==> config.mk <==
export PLATFORM = sky130hd
export DESIGN_NAME = multi_counter_timing_unit
export DESIGN_NICKNAME = d
export VERILOG_FILES = /design/src/rtl/multi_counter_timing_unit_pkg.sv /design/src/rtl/multi_counter_timing_unit.sv
export SDC_FILE = /design/constraint.sdc
export NUM_CORES = 1
export LEC_CHECK = 0
export BUFFER_PORTS_ARGS = -buffer_cell sky130_fd_sc_hd__buf_2
export CORE_ASPECT_RATIO = 0.75
export CORE_MARGIN = 4
export CORE_UTILIZATION = 65
export CTS_CLUSTER_DIAMETER = 120
export CTS_CLUSTER_SIZE = 40
export DETAILED_ROUTE_END_ITERATION = 8
export PLACE_DENSITY = 0.81
export SYNTH_ARGS = -nofsm -noshare
export SYNTH_HDL_FRONTEND = slang
export SYNTH_SLANG_ARGS = --single-unit
==> constraint.sdc <==
create_clock -name sys_clk_in -period 7.05 [get_ports sys_clk_in]
set_clock_uncertainty 0.15 [all_clocks]
set_input_delay 0.705 -clock sys_clk_in [delete_from_list [all_inputs] [get_ports sys_clk_in]]
set_output_delay 0.705 -clock sys_clk_in [all_outputs]
set_load 0.03 [all_outputs]
==> src/rtl/multi_counter_timing_unit_pkg.sv <==
// Constants for the five-channel counter/timer unit.
// Assumes a 40 MHz system clock and an APB register bus.
package multi_counter_timing_unit_pkg;
	// ****************************************
	// Clocking
	// ****************************************
	localparam int SYS_CLK_HZ = 40_000_000;
	localparam int MASTER_CLK_HZ = 10_000_000;
	localparam int MASTER_DIV = SYS_CLK_HZ / MASTER_CLK_HZ;
	localparam int PRESCALE = 10;
	localparam logic [1:0] MASTER_DIV_LAST = 2'(MASTER_DIV - 1);
	localparam logic [3:0] PRESCALE_LAST = 4'(PRESCALE - 1);
	localparam logic [3:0] DECADE_LAST = 4'h9;
	// ****************************************
	// Register map
	// ****************************************
	localparam logic [3:0] GLOBAL_BLOCK = 4'h5;
	localparam logic [1:0] CTR_MODE_WORD = 2'h0;
	localparam logic [1:0] CTR_HOLD_WORD = 2'h1;
	localparam logic [1:0] CTR_COUNT_WORD = 2'h2;
	localparam logic [1:0] CTR_CMD_WORD = 2'h3;
	localparam logic [1:0] FREQ_WORD = 2'h0;
	localparam logic [1:0] BOARD_WORD = 2'h1;
	localparam logic [1:0] ACQ_CLEAR_WORD = 2'h2;
	localparam logic [1:0] STATUS_WORD = 2'h3;
	// ****************************************
	// Field layouts
	// ****************************************
	localparam int MODE_SRC_LSB = 0;
	localparam int MODE_FALL_BIT = 4;
	localparam int MODE_GATE_LSB = 5;
	localparam int MODE_DOWN_BIT = 8;
	localparam int MODE_RELOAD_BIT = 9;
	localparam int MODE_TOGGLE_BIT = 10;
	localparam int MODE_INVERT_BIT = 11;
	localparam int MODE_OUT_LSB = 12;
	localparam logic [2:0] GATE_NONE = 3'h0;
	localparam logic [2:0] GATE_HIGH = 3'h1;
	localparam logic [2:0] GATE_LOW = 3'h2;
	localparam logic [2:0] GATE_RISE = 3'h3;
	localparam logic [2:0] GATE_FALL = 3'h4;
	localparam logic [2:0] GATE_NEXT_HIGH = 3'h5;
	localparam logic [2:0] GATE_PREV_HIGH = 3'h6;
	localparam logic [1:0] OUT_ACTIVE = 2'h0;
	localparam logic [1:0] OUT_HIZ = 2'h1;
	localparam logic [1:0] OUT_LOW = 2'h2;
	localparam int CMD_ARM_BIT = 0;
	localparam int CMD_DISARM_BIT = 1;
	localparam int CMD_LOAD_BIT = 2;
	localparam int FREQ_SRC_LSB = 0;
	localparam int FREQ_DIV_LSB = 4;
	localparam int FREQ_EN_BIT = 8;
	localparam logic [3:0] FREQ_SRC_LAST = 4'hE;
	localparam int BOARD_LINE_LSB = 0;
	localparam int BOARD_IRQ_EN_BIT = 3;
	localparam int BOARD_DEFER_BIT = 4;
	localparam int BOARD_CHAIN_BIT = 5;
	// ****************************************
	// Reset values and limits
	// ****************************************
	localparam logic [15:0] MODE_RESET = 16'h1000;
	localparam logic [15:0] HOLD_RESET = 16'h0000;
	localparam logic [8:0] FREQ_RESET = 9'h000;
	localparam logic [5:0] BOARD_RESET = 6'h00;
	// Pulled-up pins idle high; reset there so release shows no false edge
	localparam logic [12:0] SYNC_IDLE = 13'h07FF;
	localparam logic [4:0] GATE_IDLE = 5'h13;
	localparam logic [15:0] COUNT_TOP = 16'hFFFF;
	localparam logic [15:0] COUNT_BOTTOM = 16'h0000;
endpackage

==> src/rtl/multi_counter_timing_unit.sv <==
// Five 16-bit counters, timebases, divided frequency output and trigger glue.
// Assumes an APB master on sys_clk_in and field pins asynchronous to it.
`timescale 1ns/1ps
`default_nettype none
module multi_counter_timing_unit (
	input wire logic sys_clk_in,
	input wire logic nrst_in,
	input wire logic psel_in,
	input wire logic penable_in,
	input wire logic pwrite_in,
	input wire logic [7:0] paddr_in,
	input wire logic [31:0] pwdata_in,
	output var logic [31:0] prdata_out,
	output var logic pready_out,
	output var logic pslverr_out,
	input wire logic board_master_clock_in,
	input wire logic clock_select_jumper_in,
	input wire logic [4:0] gate_pin_in,
	input wire logic [4:0] source_pin_in,
	input wire logic stop_trigger_input_in,
	input wire logic [6:0] trigger_crossbar_bus_in,
	input wire logic scan_step_clock_in,
	input wire logic acq_third_gate_in,
	input wire logic sample_count_done_in,
	input wire logic acq_overflow_in,
	input wire logic acq_overrun_in,
	output var logic [4:0] counter_out_out,
	output var logic [4:0] counter_oe_out,
	output var logic divided_frequency_output_out,
	output var logic third_counter_output_out,
	output var logic fourth_counter_output_out,
	output var logic second_counter_output_out,
	output var logic fourth_counter_gate_out,
	output var logic dac_update_out,
	output var logic counter_irq_req_out
);
	// ****************************************
	// Input synchronisers
	// ****************************************
	logic [12:0] raw;
	logic [12:0] sync1;
	logic [12:0] sync2;
	logic [12:0] sync3;
	logic [12:0] lv;
	logic [12:0] lv_prev;
	logic [6:0] board_q;
	// Line mux ahead of the synchroniser; a glitch on select costs one edge
	assign raw = {clock_select_jumper_in, board_master_clock_in, stop_trigger_input_in, gate_pin_in,
		trigger_crossbar_bus_in[board_q[multi_counter_timing_unit_pkg::BOARD_LINE_LSB +: 3] % 7],
		source_pin_in[3], scan_step_clock_in, source_pin_in[1:0]};
	genvar b;
	generate
		for (b = 0; b < 13; b++)
		begin : g_sync
			always_ff @(posedge sys_clk_in)
			begin
				if (!nrst_in)
				begin
					sync1[b] <= multi_counter_timing_unit_pkg::SYNC_IDLE[b];
					sync2[b] <= multi_counter_timing_unit_pkg::SYNC_IDLE[b];
					sync3[b] <= multi_counter_timing_unit_pkg::SYNC_IDLE[b];
					lv[b] <= multi_counter_timing_unit_pkg::SYNC_IDLE[b];
					lv_prev[b] <= multi_counter_timing_unit_pkg::SYNC_IDLE[b];
				end
				else
				begin
					sync1[b] <= raw[b];
					sync2[b] <= sync1[b];
					sync3[b] <= sync2[b];
					if (sync2[b] == sync3[b])
						lv[b] <= sync3[b];
					lv_prev[b] <= lv[b];
				end
			end
		end
	endgenerate
	// ****************************************
	// Master clock, prescaler and timebases
	// ****************************************
	logic [1:0] int_cnt;
	logic [3:0] pre_cnt;
	logic [3:0] dec_cnt [1:4];
	logic int_tick;
	logic mtick;
	logic [4:0] tb_ev;
	assign int_tick = (int_cnt == multi_counter_timing_unit_pkg::MASTER_DIV_LAST);
	assign mtick = lv[12] ? (lv[11] & ~lv_prev[11]) : int_tick;
	assign tb_ev[0] = mtick && (pre_cnt == multi_counter_timing_unit_pkg::PRESCALE_LAST);
	always_ff @(posedge sys_clk_in)
	begin
		if (!nrst_in)
		begin
			int_cnt <= 2'h0;
			pre_cnt <= 4'h0;
		end
		else
		begin
			int_cnt <= int_tick ? 2'h0 : 2'(int_cnt + 2'h1);
			if (mtick)
				pre_cnt <= tb_ev[0] ? 4'h0 : 4'(pre_cnt + 4'h1);
		end
	end
	genvar k;
	generate
		for (k = 1; k < 5; k++)
		begin : g_decade
			assign tb_ev[k] = tb_ev[k-1] && (dec_cnt[k] == multi_counter_timing_unit_pkg::DECADE_LAST);
			always_ff @(posedge sys_clk_in)
			begin
				if (!nrst_in)
					dec_cnt[k] <= 4'h0;
				else if (tb_ev[k-1])
					dec_cnt[k] <= tb_ev[k] ? 4'h0 : 4'(dec_cnt[k] + 4'h1);
			end
		end
	endgenerate
	// ****************************************
	// Gates, edges and the stop-trigger flip-flop
	// ****************************************
	logic fourth_counter_gate_q;
	logic [4:0] gate_lv;
	logic [4:0] gate_prev;
	logic [4:0] gate_rise;
	logic [4:0] gate_fall;
	logic [4:0] src_rise;
	logic [4:0] src_fall;
	logic stop_rise;
	logic acq_clear_wr;
	assign gate_lv = {lv[9], fourth_counter_gate_q, acq_third_gate_in, lv[6:5]};
	assign gate_rise = gate_lv & ~gate_prev;
	assign gate_fall = ~gate_lv & gate_prev;
	assign src_rise = lv[4:0] & ~lv_prev[4:0];
	assign src_fall = ~lv[4:0] & lv_prev[4:0];
	assign stop_rise = lv[10] & ~lv_prev[10];
	always_ff @(posedge sys_clk_in)
	begin
		if (!nrst_in)
		begin
			gate_prev <= multi_counter_timing_unit_pkg::GATE_IDLE;
			fourth_counter_gate_q <= 1'b0;
		end
		else
		begin
			gate_prev <= gate_lv;
			// Set wins so a trigger in the clearing cycle is kept
			if (stop_rise)
				fourth_counter_gate_q <= 1'b1;
			else if (sample_count_done_in || acq_overflow_in || acq_overrun_in || acq_clear_wr)
				fourth_counter_gate_q <= 1'b0;
		end
	end
	// ****************************************
	// APB decode
	// ****************************************
	logic wr_en;
	logic is_global;
	logic [31:0] rd_data;
	logic rd_err;
	logic [8:0] freq_q;
	logic [15:0] mode_q [0:4];
	logic [15:0] hold_q [0:4];
	logic [15:0] count_q [0:4];
	logic [4:0] armed;
	logic [4:0] out_true;
	logic [4:0] out_lg;
	logic [4:0] out_prev;
	logic divided_frequency_output_q;
	assign wr_en = psel_in && penable_in && pready_out && pwrite_in && !pslverr_out;
	assign is_global = (paddr_in[7:4] == multi_counter_timing_unit_pkg::GLOBAL_BLOCK);
	assign acq_clear_wr = wr_en && is_global && (paddr_in[3:2] == multi_counter_timing_unit_pkg::ACQ_CLEAR_WORD);
	always_comb
	begin
		rd_data = 32'h0000_0000;
		rd_err = 1'b0;
		if (paddr_in[7:4] < multi_counter_timing_unit_pkg::GLOBAL_BLOCK)
		begin
			case (paddr_in[3:2])
				multi_counter_timing_unit_pkg::CTR_MODE_WORD: rd_data = {16'h0000, mode_q[paddr_in[6:4]]};
				multi_counter_timing_unit_pkg::CTR_HOLD_WORD: rd_data = {16'h0000, hold_q[paddr_in[6:4]]};
				multi_counter_timing_unit_pkg::CTR_COUNT_WORD: rd_data = {16'h0000, count_q[paddr_in[6:4]]};
				default: rd_data = {31'h0000_0000, armed[paddr_in[6:4]]};
			endcase
		end
		else if (is_global)
		begin
			case (paddr_in[3:2])
				multi_counter_timing_unit_pkg::FREQ_WORD: rd_data = {23'h00_0000, freq_q};
				multi_counter_timing_unit_pkg::BOARD_WORD: rd_data = {25'h000_0000, board_q};
				multi_counter_timing_unit_pkg::STATUS_WORD: rd_data = {25'h000_0000, divided_frequency_output_q, out_lg, fourth_counter_gate_q};
				default: rd_data = 32'h0000_0000;
			endcase
		end
		else
			rd_err = 1'b1;
	end
	// No wait state: answer is prepared in setup, completes on first access edge
	always_ff @(posedge sys_clk_in)
	begin
		if (!nrst_in)
		begin
			pready_out <= 1'b0;
			pslverr_out <= 1'b0;
			prdata_out <= 32'h0000_0000;
		end
		else if (psel_in && !penable_in && !pready_out)
		begin
			pready_out <= 1'b1;
			pslverr_out <= rd_err;
			prdata_out <= pwrite_in ? 32'h0000_0000 : rd_data;
		end
		else
		begin
			pready_out <= 1'b0;
			pslverr_out <= 1'b0;
		end
	end
	always_ff @(posedge sys_clk_in)
	begin
		if (!nrst_in)
		begin
			freq_q <= multi_counter_timing_unit_pkg::FREQ_RESET;
			board_q <= {1'b0, multi_counter_timing_unit_pkg::BOARD_RESET};
		end
		else if (wr_en && is_global && paddr_in[3:2] == multi_counter_timing_unit_pkg::FREQ_WORD)
			freq_q <= pwdata_in[8:0];
		else if (wr_en && is_global && paddr_in[3:2] == multi_counter_timing_unit_pkg::BOARD_WORD)
			board_q <= {1'b0, pwdata_in[5:0]};
	end
	// ****************************************
	// Counters
	// ****************************************
	wire [4:0] cnt_ev;
	wire [4:0] tc_ev;
	logic [4:0] out_rise;
	logic [4:0] out_fall;
	assign out_rise = out_lg & ~out_prev;
	assign out_fall = ~out_lg & out_prev;
	genvar n;
	generate
		for (n = 0; n < 5; n++)
		begin : g_ctr
			logic [3:0] sel;
			logic [2:0] gmode;
			logic [15:0] rise_v;
			logic [15:0] fall_v;
			logic ev;
			logic gate_ok;
			logic started;
			logic down;
			logic at_tc;
			logic wr_here;
			logic [15:0] stepped;
			assign sel = mode_q[n][multi_counter_timing_unit_pkg::MODE_SRC_LSB +: 4];
			assign gmode = mode_q[n][multi_counter_timing_unit_pkg::MODE_GATE_LSB +: 3];
			assign down = mode_q[n][multi_counter_timing_unit_pkg::MODE_DOWN_BIT];
			assign rise_v = {out_rise[(n+4)%5], src_rise, gate_rise, tb_ev};
			assign fall_v = {out_fall[(n+4)%5], src_fall, gate_fall, tb_ev};
			if (n == 4)
			begin : g_chain
				// Chained counter five steps on counter four rollover
				assign ev = board_q[multi_counter_timing_unit_pkg::BOARD_CHAIN_BIT] ? tc_ev[3] :
					(mode_q[n][multi_counter_timing_unit_pkg::MODE_FALL_BIT] ? fall_v[sel] : rise_v[sel]);
			end
			else
			begin : g_plain
				assign ev = mode_q[n][multi_counter_timing_unit_pkg::MODE_FALL_BIT] ? fall_v[sel] : rise_v[sel];
			end
			always_comb
			begin
				case (gmode)
					multi_counter_timing_unit_pkg::GATE_NONE: gate_ok = 1'b1;
					multi_counter_timing_unit_pkg::GATE_HIGH: gate_ok = gate_lv[n];
					multi_counter_timing_unit_pkg::GATE_LOW: gate_ok = ~gate_lv[n];
					multi_counter_timing_unit_pkg::GATE_RISE: gate_ok = started;
					multi_counter_timing_unit_pkg::GATE_FALL: gate_ok = started;
					multi_counter_timing_unit_pkg::GATE_NEXT_HIGH: gate_ok = gate_lv[(n+1)%5];
					multi_counter_timing_unit_pkg::GATE_PREV_HIGH: gate_ok = gate_lv[(n+4)%5];
					default: gate_ok = 1'b0;
				endcase
			end
			assign cnt_ev[n] = armed[n] && ev && gate_ok;
			assign at_tc = down ? (count_q[n] == multi_counter_timing_unit_pkg::COUNT_BOTTOM)
				: (count_q[n] == multi_counter_timing_unit_pkg::COUNT_TOP);
			assign tc_ev[n] = cnt_ev[n] && at_tc;
			assign stepped = down ? 16'(count_q[n] - 16'h0001) : 16'(count_q[n] + 16'h0001);
			assign wr_here = wr_en && (paddr_in[7:4] == 4'(n));
			always_ff @(posedge sys_clk_in)
			begin
				if (!nrst_in)
				begin
					mode_q[n] <= multi_counter_timing_unit_pkg::MODE_RESET;
					hold_q[n] <= multi_counter_timing_unit_pkg::HOLD_RESET;
				end
				else if (wr_here && paddr_in[3:2] == multi_counter_timing_unit_pkg::CTR_MODE_WORD)
					mode_q[n] <= pwdata_in[15:0];
				else if (wr_here && paddr_in[3:2] == multi_counter_timing_unit_pkg::CTR_HOLD_WORD)
					hold_q[n] <= pwdata_in[15:0];
			end
			always_ff @(posedge sys_clk_in)
			begin
				if (!nrst_in)
				begin
					armed[n] <= 1'b0;
					started <= 1'b0;
				end
				else if (wr_here && paddr_in[3:2] == multi_counter_timing_unit_pkg::CTR_CMD_WORD
					&& pwdata_in[multi_counter_timing_unit_pkg::CMD_DISARM_BIT])
				begin
					armed[n] <= 1'b0;
					started <= 1'b0;
				end
				else
				begin
					if (wr_here && paddr_in[3:2] == multi_counter_timing_unit_pkg::CTR_CMD_WORD
						&& pwdata_in[multi_counter_timing_unit_pkg::CMD_ARM_BIT])
						armed[n] <= 1'b1;
					if (armed[n] && ((gmode == multi_counter_timing_unit_pkg::GATE_RISE && gate_rise[n])
						|| (gmode == multi_counter_timing_unit_pkg::GATE_FALL && gate_fall[n])))
						started <= 1'b1;
				end
			end
			always_ff @(posedge sys_clk_in)
			begin
				if (!nrst_in)
					count_q[n] <= 16'h0000;
				else if (wr_here && paddr_in[3:2] == multi_counter_timing_unit_pkg::CTR_CMD_WORD
					&& pwdata_in[multi_counter_timing_unit_pkg::CMD_LOAD_BIT])
					count_q[n] <= hold_q[n];
				else if (tc_ev[n] && mode_q[n][multi_counter_timing_unit_pkg::MODE_RELOAD_BIT])
					count_q[n] <= hold_q[n];
				else if (cnt_ev[n])
					count_q[n] <= stepped;
			end
			always_ff @(posedge sys_clk_in)
			begin
				if (!nrst_in)
					out_true[n] <= 1'b0;
				else if (cnt_ev[n])
				begin
					if (mode_q[n][multi_counter_timing_unit_pkg::MODE_TOGGLE_BIT])
						out_true[n] <= out_true[n] ^ at_tc;
					else
						out_true[n] <= at_tc;
				end
			end
			assign out_lg[n] = out_true[n] ^ mode_q[n][multi_counter_timing_unit_pkg::MODE_INVERT_BIT];
			always_ff @(posedge sys_clk_in)
			begin
				if (!nrst_in)
				begin
					counter_out_out[n] <= 1'b0;
					counter_oe_out[n] <= 1'b0;
				end
				else
				begin
					case (mode_q[n][multi_counter_timing_unit_pkg::MODE_OUT_LSB +: 2])
						multi_counter_timing_unit_pkg::OUT_ACTIVE:
						begin
							counter_out_out[n] <= out_lg[n];
							counter_oe_out[n] <= 1'b1;
						end
						multi_counter_timing_unit_pkg::OUT_LOW:
						begin
							counter_out_out[n] <= 1'b0;
							counter_oe_out[n] <= 1'b1;
						end
						default:
						begin
							counter_out_out[n] <= 1'b0;
							counter_oe_out[n] <= 1'b0;
						end
					endcase
				end
			end
		end
	endgenerate
	// ****************************************
	// Glue outputs and frequency divider
	// ****************************************
	logic [3:0] fcnt;
	logic [14:0] fsrc_v;
	logic fev;
	assign fsrc_v = {src_rise, gate_rise, tb_ev};
	assign fev = freq_q[multi_counter_timing_unit_pkg::FREQ_EN_BIT]
		&& (freq_q[multi_counter_timing_unit_pkg::FREQ_SRC_LSB +: 4] <= multi_counter_timing_unit_pkg::FREQ_SRC_LAST)
		&& fsrc_v[freq_q[multi_counter_timing_unit_pkg::FREQ_SRC_LSB +: 4]];
	always_ff @(posedge sys_clk_in)
	begin
		if (!nrst_in)
		begin
			fcnt <= 4'h0;
			divided_frequency_output_q <= 1'b0;
		end
		else if (!freq_q[multi_counter_timing_unit_pkg::FREQ_EN_BIT])
		begin
			fcnt <= 4'h0;
			divided_frequency_output_q <= 1'b0;
		end
		else if (fev)
		begin
			// A divider of zero counts sixteen through the 4-bit wrap
			if (fcnt == 4'(freq_q[multi_counter_timing_unit_pkg::FREQ_DIV_LSB +: 4] - 4'h1))
			begin
				fcnt <= 4'h0;
				divided_frequency_output_q <= 1'b1;
			end
			else
			begin
				fcnt <= 4'(fcnt + 4'h1);
				divided_frequency_output_q <= 1'b0;
			end
		end
	end
	always_ff @(posedge sys_clk_in)
	begin
		if (!nrst_in)
		begin
			out_prev <= 5'h00;
			divided_frequency_output_out <= 1'b0;
			third_counter_output_out <= 1'b0;
			fourth_counter_output_out <= 1'b0;
			second_counter_output_out <= 1'b0;
			fourth_counter_gate_out <= 1'b0;
			dac_update_out <= 1'b0;
			counter_irq_req_out <= 1'b0;
		end
		else
		begin
			out_prev <= out_lg;
			divided_frequency_output_out <= divided_frequency_output_q;
			third_counter_output_out <= out_lg[2];
			fourth_counter_output_out <= out_lg[3];
			second_counter_output_out <= out_lg[1];
			fourth_counter_gate_out <= fourth_counter_gate_q;
			dac_update_out <= board_q[multi_counter_timing_unit_pkg::BOARD_DEFER_BIT] && out_fall[1];
			counter_irq_req_out <= board_q[multi_counter_timing_unit_pkg::BOARD_IRQ_EN_BIT] && out_rise[1];
		end
	end
endmodule
`default_nettype wire

# Yosys cells after proc, flatten, opt, wreduce, memory -nomap -nowiden
# Memories as Yosys holds them, arrays and structs flattened.
# Index checks and enable logic that the tools add are counted.
op_classes:
  n_addsub: 18
  mul: 0
  n_div: 1
  n_lt_le_gt_ge: 10
  eq_ne: 66
  shifts: 0
  mux: 211
  bitwise_logic: 63
  reduce_logical: 142
ops:
  columns: ["op", "n"]
  rows:
  - ["16-bit 2-to-1 mux", 30]
  - ["1-bit 2-to-1 mux", 148]
  - ["1-bit logical AND", 89]
  - ["16-bit by 1-bit adder with 16-bit output (second input constant)", 5]
  - ["16-bit == test (second input constant)", 5]
  - ["16-bit zero test", 5]
  - ["16-bit by 1-bit subtractor with 16-bit output (second input constant)", 5]
  - ["32-bit 2-to-1 mux", 2]
  - ["16-bit one-hot mux with 3 select lines", 1]
  - ["3-bit == test (second input constant)", 15]
  - ["1-bit binary-select mux with 4-bit select", 11]
  - ["4-bit 2-to-1 mux", 10]
  - ["32-bit by 4-bit less-than comparator with 1-bit output (second input constant)", 1]
  - ["3-bit by 3-bit modulo with 32-bit output (second input constant)", 1]
  - ["2-bit OR reduction", 16]
  - ["5-bit AND", 6]
  - ["3-bit by 2-bit == test with 1-bit output (second input constant)", 10]
  - ["4-bit by 5-bit less-than comparator with 1-bit output (second input constant)", 6]
  - ["5-bit inverter", 6]
  - ["1-bit one-hot mux with 6 select lines", 5]
  - ["1-bit OR", 29]
  - ["9-bit one-hot mux with 3 select lines", 1]
  - ["4-bit by 1-bit adder with 4-bit output (second input constant)", 6]
  - ["4-bit == test (second input constant)", 5]
  - ["other kinds (26)", 93]
totals:
  regBits: 154
  latch_bits: 0
  ram_bits: 256
  romBits: 0
  inputBits: 70
  output_inout_bits: 51
  wordCells: 610
  memories: 4
mem_list:
  columns: ["name", "words", "word_bits", "read_ports", "rd_clocked_by_memory_dff", "wr", "line", "rtl"]
  rows:
  - ["count_q", 5, 16, 6, 0, 5, "multi_counter_timing_unit.sv:162", "logic [15:0] count_q [0:4];"]
  - ["hold_q", 5, 16, 6, 0, 5, "multi_counter_timing_unit.sv:161", "logic [15:0] hold_q [0:4];"]
  - ["mode_q", 5, 16, 6, 0, 5, "multi_counter_timing_unit.sv:160", "logic [15:0] mode_q [0:4];"]
  - ["dec_cnt", 4, 4, 4, 0, 4, "multi_counter_timing_unit.sv:82", "logic [3:0] dec_cnt [1:4];"]

# Depth between registers and ports, before layout
depth:
  ltp_word: 25
  depth_mapped: 13
  ltp_nobuf: 10

# Worst setup path before layout
# Ideal clock, no wire load.
synth_path:
  path_type: "input -> register"
  start: "input port paddr_in[2]"
  end: "memory hold_q[0][0], enable pin"
  setup_ps: 411
  arrival_time_ps: 3195
  required_ps: 6489
  setup_slack_ps: 3294
  stages: 5
  path_buffers: 3
  path_cell_list: "clkbuf_1 -> buf_1 -> buf_1 -> nand2_1 -> o21ai_0"
synth_lines:
  columns: ["item", "line", "rtl"]
  rows:
  - ["start, declared", "multi_counter_timing_unit.sv:11", "input wire logic [7:0] paddr_in,"]
  - ["end, declared", "multi_counter_timing_unit.sv:161", null]

==> impl_metrics.tcl <==
set metrics [dict create \
    ys.warnings.count 0 \
    final_setup_vio_count 0 \
    synth_top_cells_by_area "edfxtp_1, dfxtp_1, mux4_2" \
    n_fill_cell 2635 \
    slew_headroom_pct 20.9 \
    report.final.hold_viol_count 0 \
    layout.area.seq_um2 10400 \
    crit_slowest_cell "nor4_4" \
    cts-root-to-sink-buffers 3 \
    ff2ff_path_depth 10 \
    drv_slew 0 \
    finish.net_count 2332 \
    critical_path.startpoint_type "flip-flop" \
    worst-endpoint-arrival_ns 4.66 \
    postCtsSetupRepairBufs 0 \
    total_clock_buffers_created_by_cts 13 \
    share_of_the_yosys_chip_area_belonging_to_registers_pct 45.2 \
    multi_input_area_um2 11900 \
    min-delay-path-class "in -> reg" \
    edff_count_synth 256 \
    critical_path.cell_chain "inv_1 -> ha_1 -> nand3b_1 -> or4_1 -> o22ai_1 -> a31oi_1 -> nor4_4 -> a31oi_2 -> o31ai_2 -> a221oi_1" \
    mostFrequentLayoutCell "edfxtp_1" \
    tritoncts "yes" \
    power.static_leakage_nw 8.85 \
    postRouteWirelength_um 68200 \
    drc 0 \
    post_route_cells_drive_above_1_share_pct 11.5 \
    r2r_end "count_q[4][2]$_SDFFCE_PN0P_" \
    via_to_cell_ratio 6.96 \
    grt_max_degree 68 \
    drtAntennaViolNets 0 \
    post_drt_wl_per_cell_um 25.8 \
    r2r_slack_ns 2.52 \
    number_of_global_route_vias_before_repair 16800 \
    coreArea_um2 34800 \
    timing.hold.ws_ns 0.196 \
    synth_largest_type_area_fraction_pct 33.5 \
    via_count 18400 \
    syn-mean-instance-area_um2 10.7 \
    worstSetupStartpoint "dec_cnt[0][5]$_SDFFCE_PP0P_" \
    clk_root_buffer_cell "clkbuf_16" \
    synth_flop_type "edfxtp_1" \
    grt_usage_pct 34.7 \
    worst-path-max-fanout 15 \
    floorplan.initialDensity_pct 66.0 \
    power_density_nw_per_um2 170 \
    mostFrequentLayoutCells "edfxtp_1, and2_1, nor2_1, dfxtp_1, nand2_1" \
    globalRouteOverflowTotal 0 \
    cts_repair_resize_count 0 \
    max_slew.worst_pin.slew_ns 1.18 \
    placement.io_buffers 82 \
    cp-end-kind "flip-flop" \
    die_x_um 225 \
    synth_top_area_cell "edfxtp_1" \
    clk_transition_reported_paths_ns 0.14 \
    r2r_start "dec_cnt[0][5]$_SDFFCE_PP0P_" \
    antenna_found_initial 2 \
    syn-instance-count 2154 \
    detailedRoute.firstPassIterationCount 6 \
    timing.setup.critical_path_class "reg -> reg" \
    num_io_pins 121 \
    max-vdd-ir-drop_mv 0.233 \
    fin_crit_sh_pct 64.2 \
    die_h_um 171 \
    postSynthRegisterBits 390 \
    grt_setup_unrepaired "false" \
    synth_cell_type_count 90 \
    gp_congestion 1.06 \
    fmax_mhz 221 \
    design.die.area_um2 38400 \
    area.growth.synth_to_final_pct 4.72 \
    clock_sink_count 390 \
    worst_path_largest_cell_delay_ns 0.72 \
    asyncSetResetFlopFracSynth_pct 0 \
    max_cap_violations 0 \
    floorplan.rows 59 \
    status "finished clean" \
    grt_pass1_wl_um 101000 \
    mappedNetlistArea_um2 23000 \
    cp_data_required_time_ns 7.18 \
    clkLatencyLatePin_ns 0.55 \
    detailedRoute.firstIterationViolations 2764 \
    final.setup.tns_ns 0 \
    layout_min_cycle_time_ns 4.53 \
    worstSetupEndpoint "count_q[4][2]$_SDFFCE_PN0P_" \
    cts_htree_levels 1 \
    detailedPlacementHpwl_um 50800 \
    ctsHoldBuffers 0 \
]
-- flip-flops by register name, indices dropped and copies added (netlist names), 6 cells and up --
signal,cells
board_q,6
count_q,80
dec_cnt,16
freq_q,9
hold_q,80
lv,8
lv_prev,7
mode_q,80
prdata_out,16
sync1,11
sync2,11
sync3,11
-- worst min-delay path by stage --
| stage | from | end | slack, ns | cells after the start |
|---|---|---|---|---|
| final | stop_trigger_input_in | sync1[10]$_SDFF_PN1_ | 0.20 | 2 |
| after global routing | source_pin_in[3] | sync1[3]$_SDFF_PN1_ | 0.18 | 2 |
| after CTS | source_pin_in[3] | sync1[3]$_SDFF_PN1_ | 0.19 | 2 |
| after detailed placement | sync1[3]$_SDFF_PN1_ | sync2[3]$_SDFF_PN1_ | 0.24 | 1 |
| after global placement | sync1[2]$_SDFF_PN1_ | sync2[2]$_SDFF_PN1_ | 0.24 | 1 |
| after floorplan | sync1[0]$_SDFF_PN1_ | sync2[0]$_SDFF_PN1_ | 0.24 | 1 |
-- kinds of logic after synthesis --
family / Yosys count / synth area share, %
AO/OA/AOI/OAI: 518 / 15.6
AND/OR/NAND/NOR: 755 / 17.7
XOR/XNOR: 88 / 3.36
flip-flops: 390 / 45.2
multiplexers: 132 / 9.82
adder cells (fa/ha/maj): 89 / 5.01
other: 1 / 0.0163
buffers and inverters: 181 / 3.35
-- critical path, delay by kind of cell (launching register included) --
kind	cells	cell delay (ns)
simple gates	3	1.77
compound gates	5	1.67
flops	1	0.44
fa+ha+maj	1	0.16
buf+inv	1	0.08
-- per-layer routing --
| layer | wire (µm) | up-vias | part of all wire, % | track usage (%) |
|---|---|---|---|---|
| li1 | - | 8125 | - | - |
| met1 | 27300 | 8914 | 40 | 51.7 |
| met2 | 27400 | 1217 | 40 | 46.7 |
| met3 | 11200 | 145 | 16 | 14.1 |
| met4 | 2270 | 2 | 3.3 | 10.4 |
| met5 | 13 | - | 0.019 | 0 |
-- area by class of cell --
class	instances	area share, %
Antenna cell	8	0.0832
Clock buffer	19	1.45
Clock inverter	2	0.0520
Inverter	62	0.968
Multi-Input combinational cell	1598	49.4
Sequential cell	390	43.1
Tap cell	457	2.38
Timing Repair Buffer	108	2.53
-- synth_stat cells (16+ instances only) --
master	count
buf_4	16
and2_1	173
nand3b_1	16
ha_1	84
o31ai_1	16
edfxtp_1	256
nor3_1	40
o211ai_1	33
xnor2_1	53
nand2_1	128
xor2_1	35
nand3_1	39
clkbuf_1	73
nor2_1	138
a22o_1	29
mux2i_1	52
mux4_2	74
nand4_1	27
dfxtp_1	134
nor2b_1	28
inv_1	59
nor4_1	26
a21oi_1	119
a31oi_1	23
o2bb2ai_1	24
nand2b_1	64
a21o_1	21
o21ai_0	105
-- metrics by stage --
stage	worst slack, ns	area, µm²	utilization, %	std cells	power (mW)
6_report	2.52	24000	69.2	2644	4.10
5_1_grt	2.35	24000	69.1	2638	4.21
4_1_cts	2.61	24000	69.1	2636	4.07
3_5_place_dp	2.62	23700	68.1	2615	3.09
3_3_place_gp	2.73	23700	68.1	2615	3.07
2_1_floorplan	3.29	23000	-	2169	2.92
-- report_power, final --
group	internal, mW	leakage [nW]	total (mW)	switching, mW
clock network	0.356	0.176	1.04	0.681
registers	2.49	3.74	2.57	0.0854
logic	0.177	4.94	0.486	0.309
(Power assumes the default switching activity.)
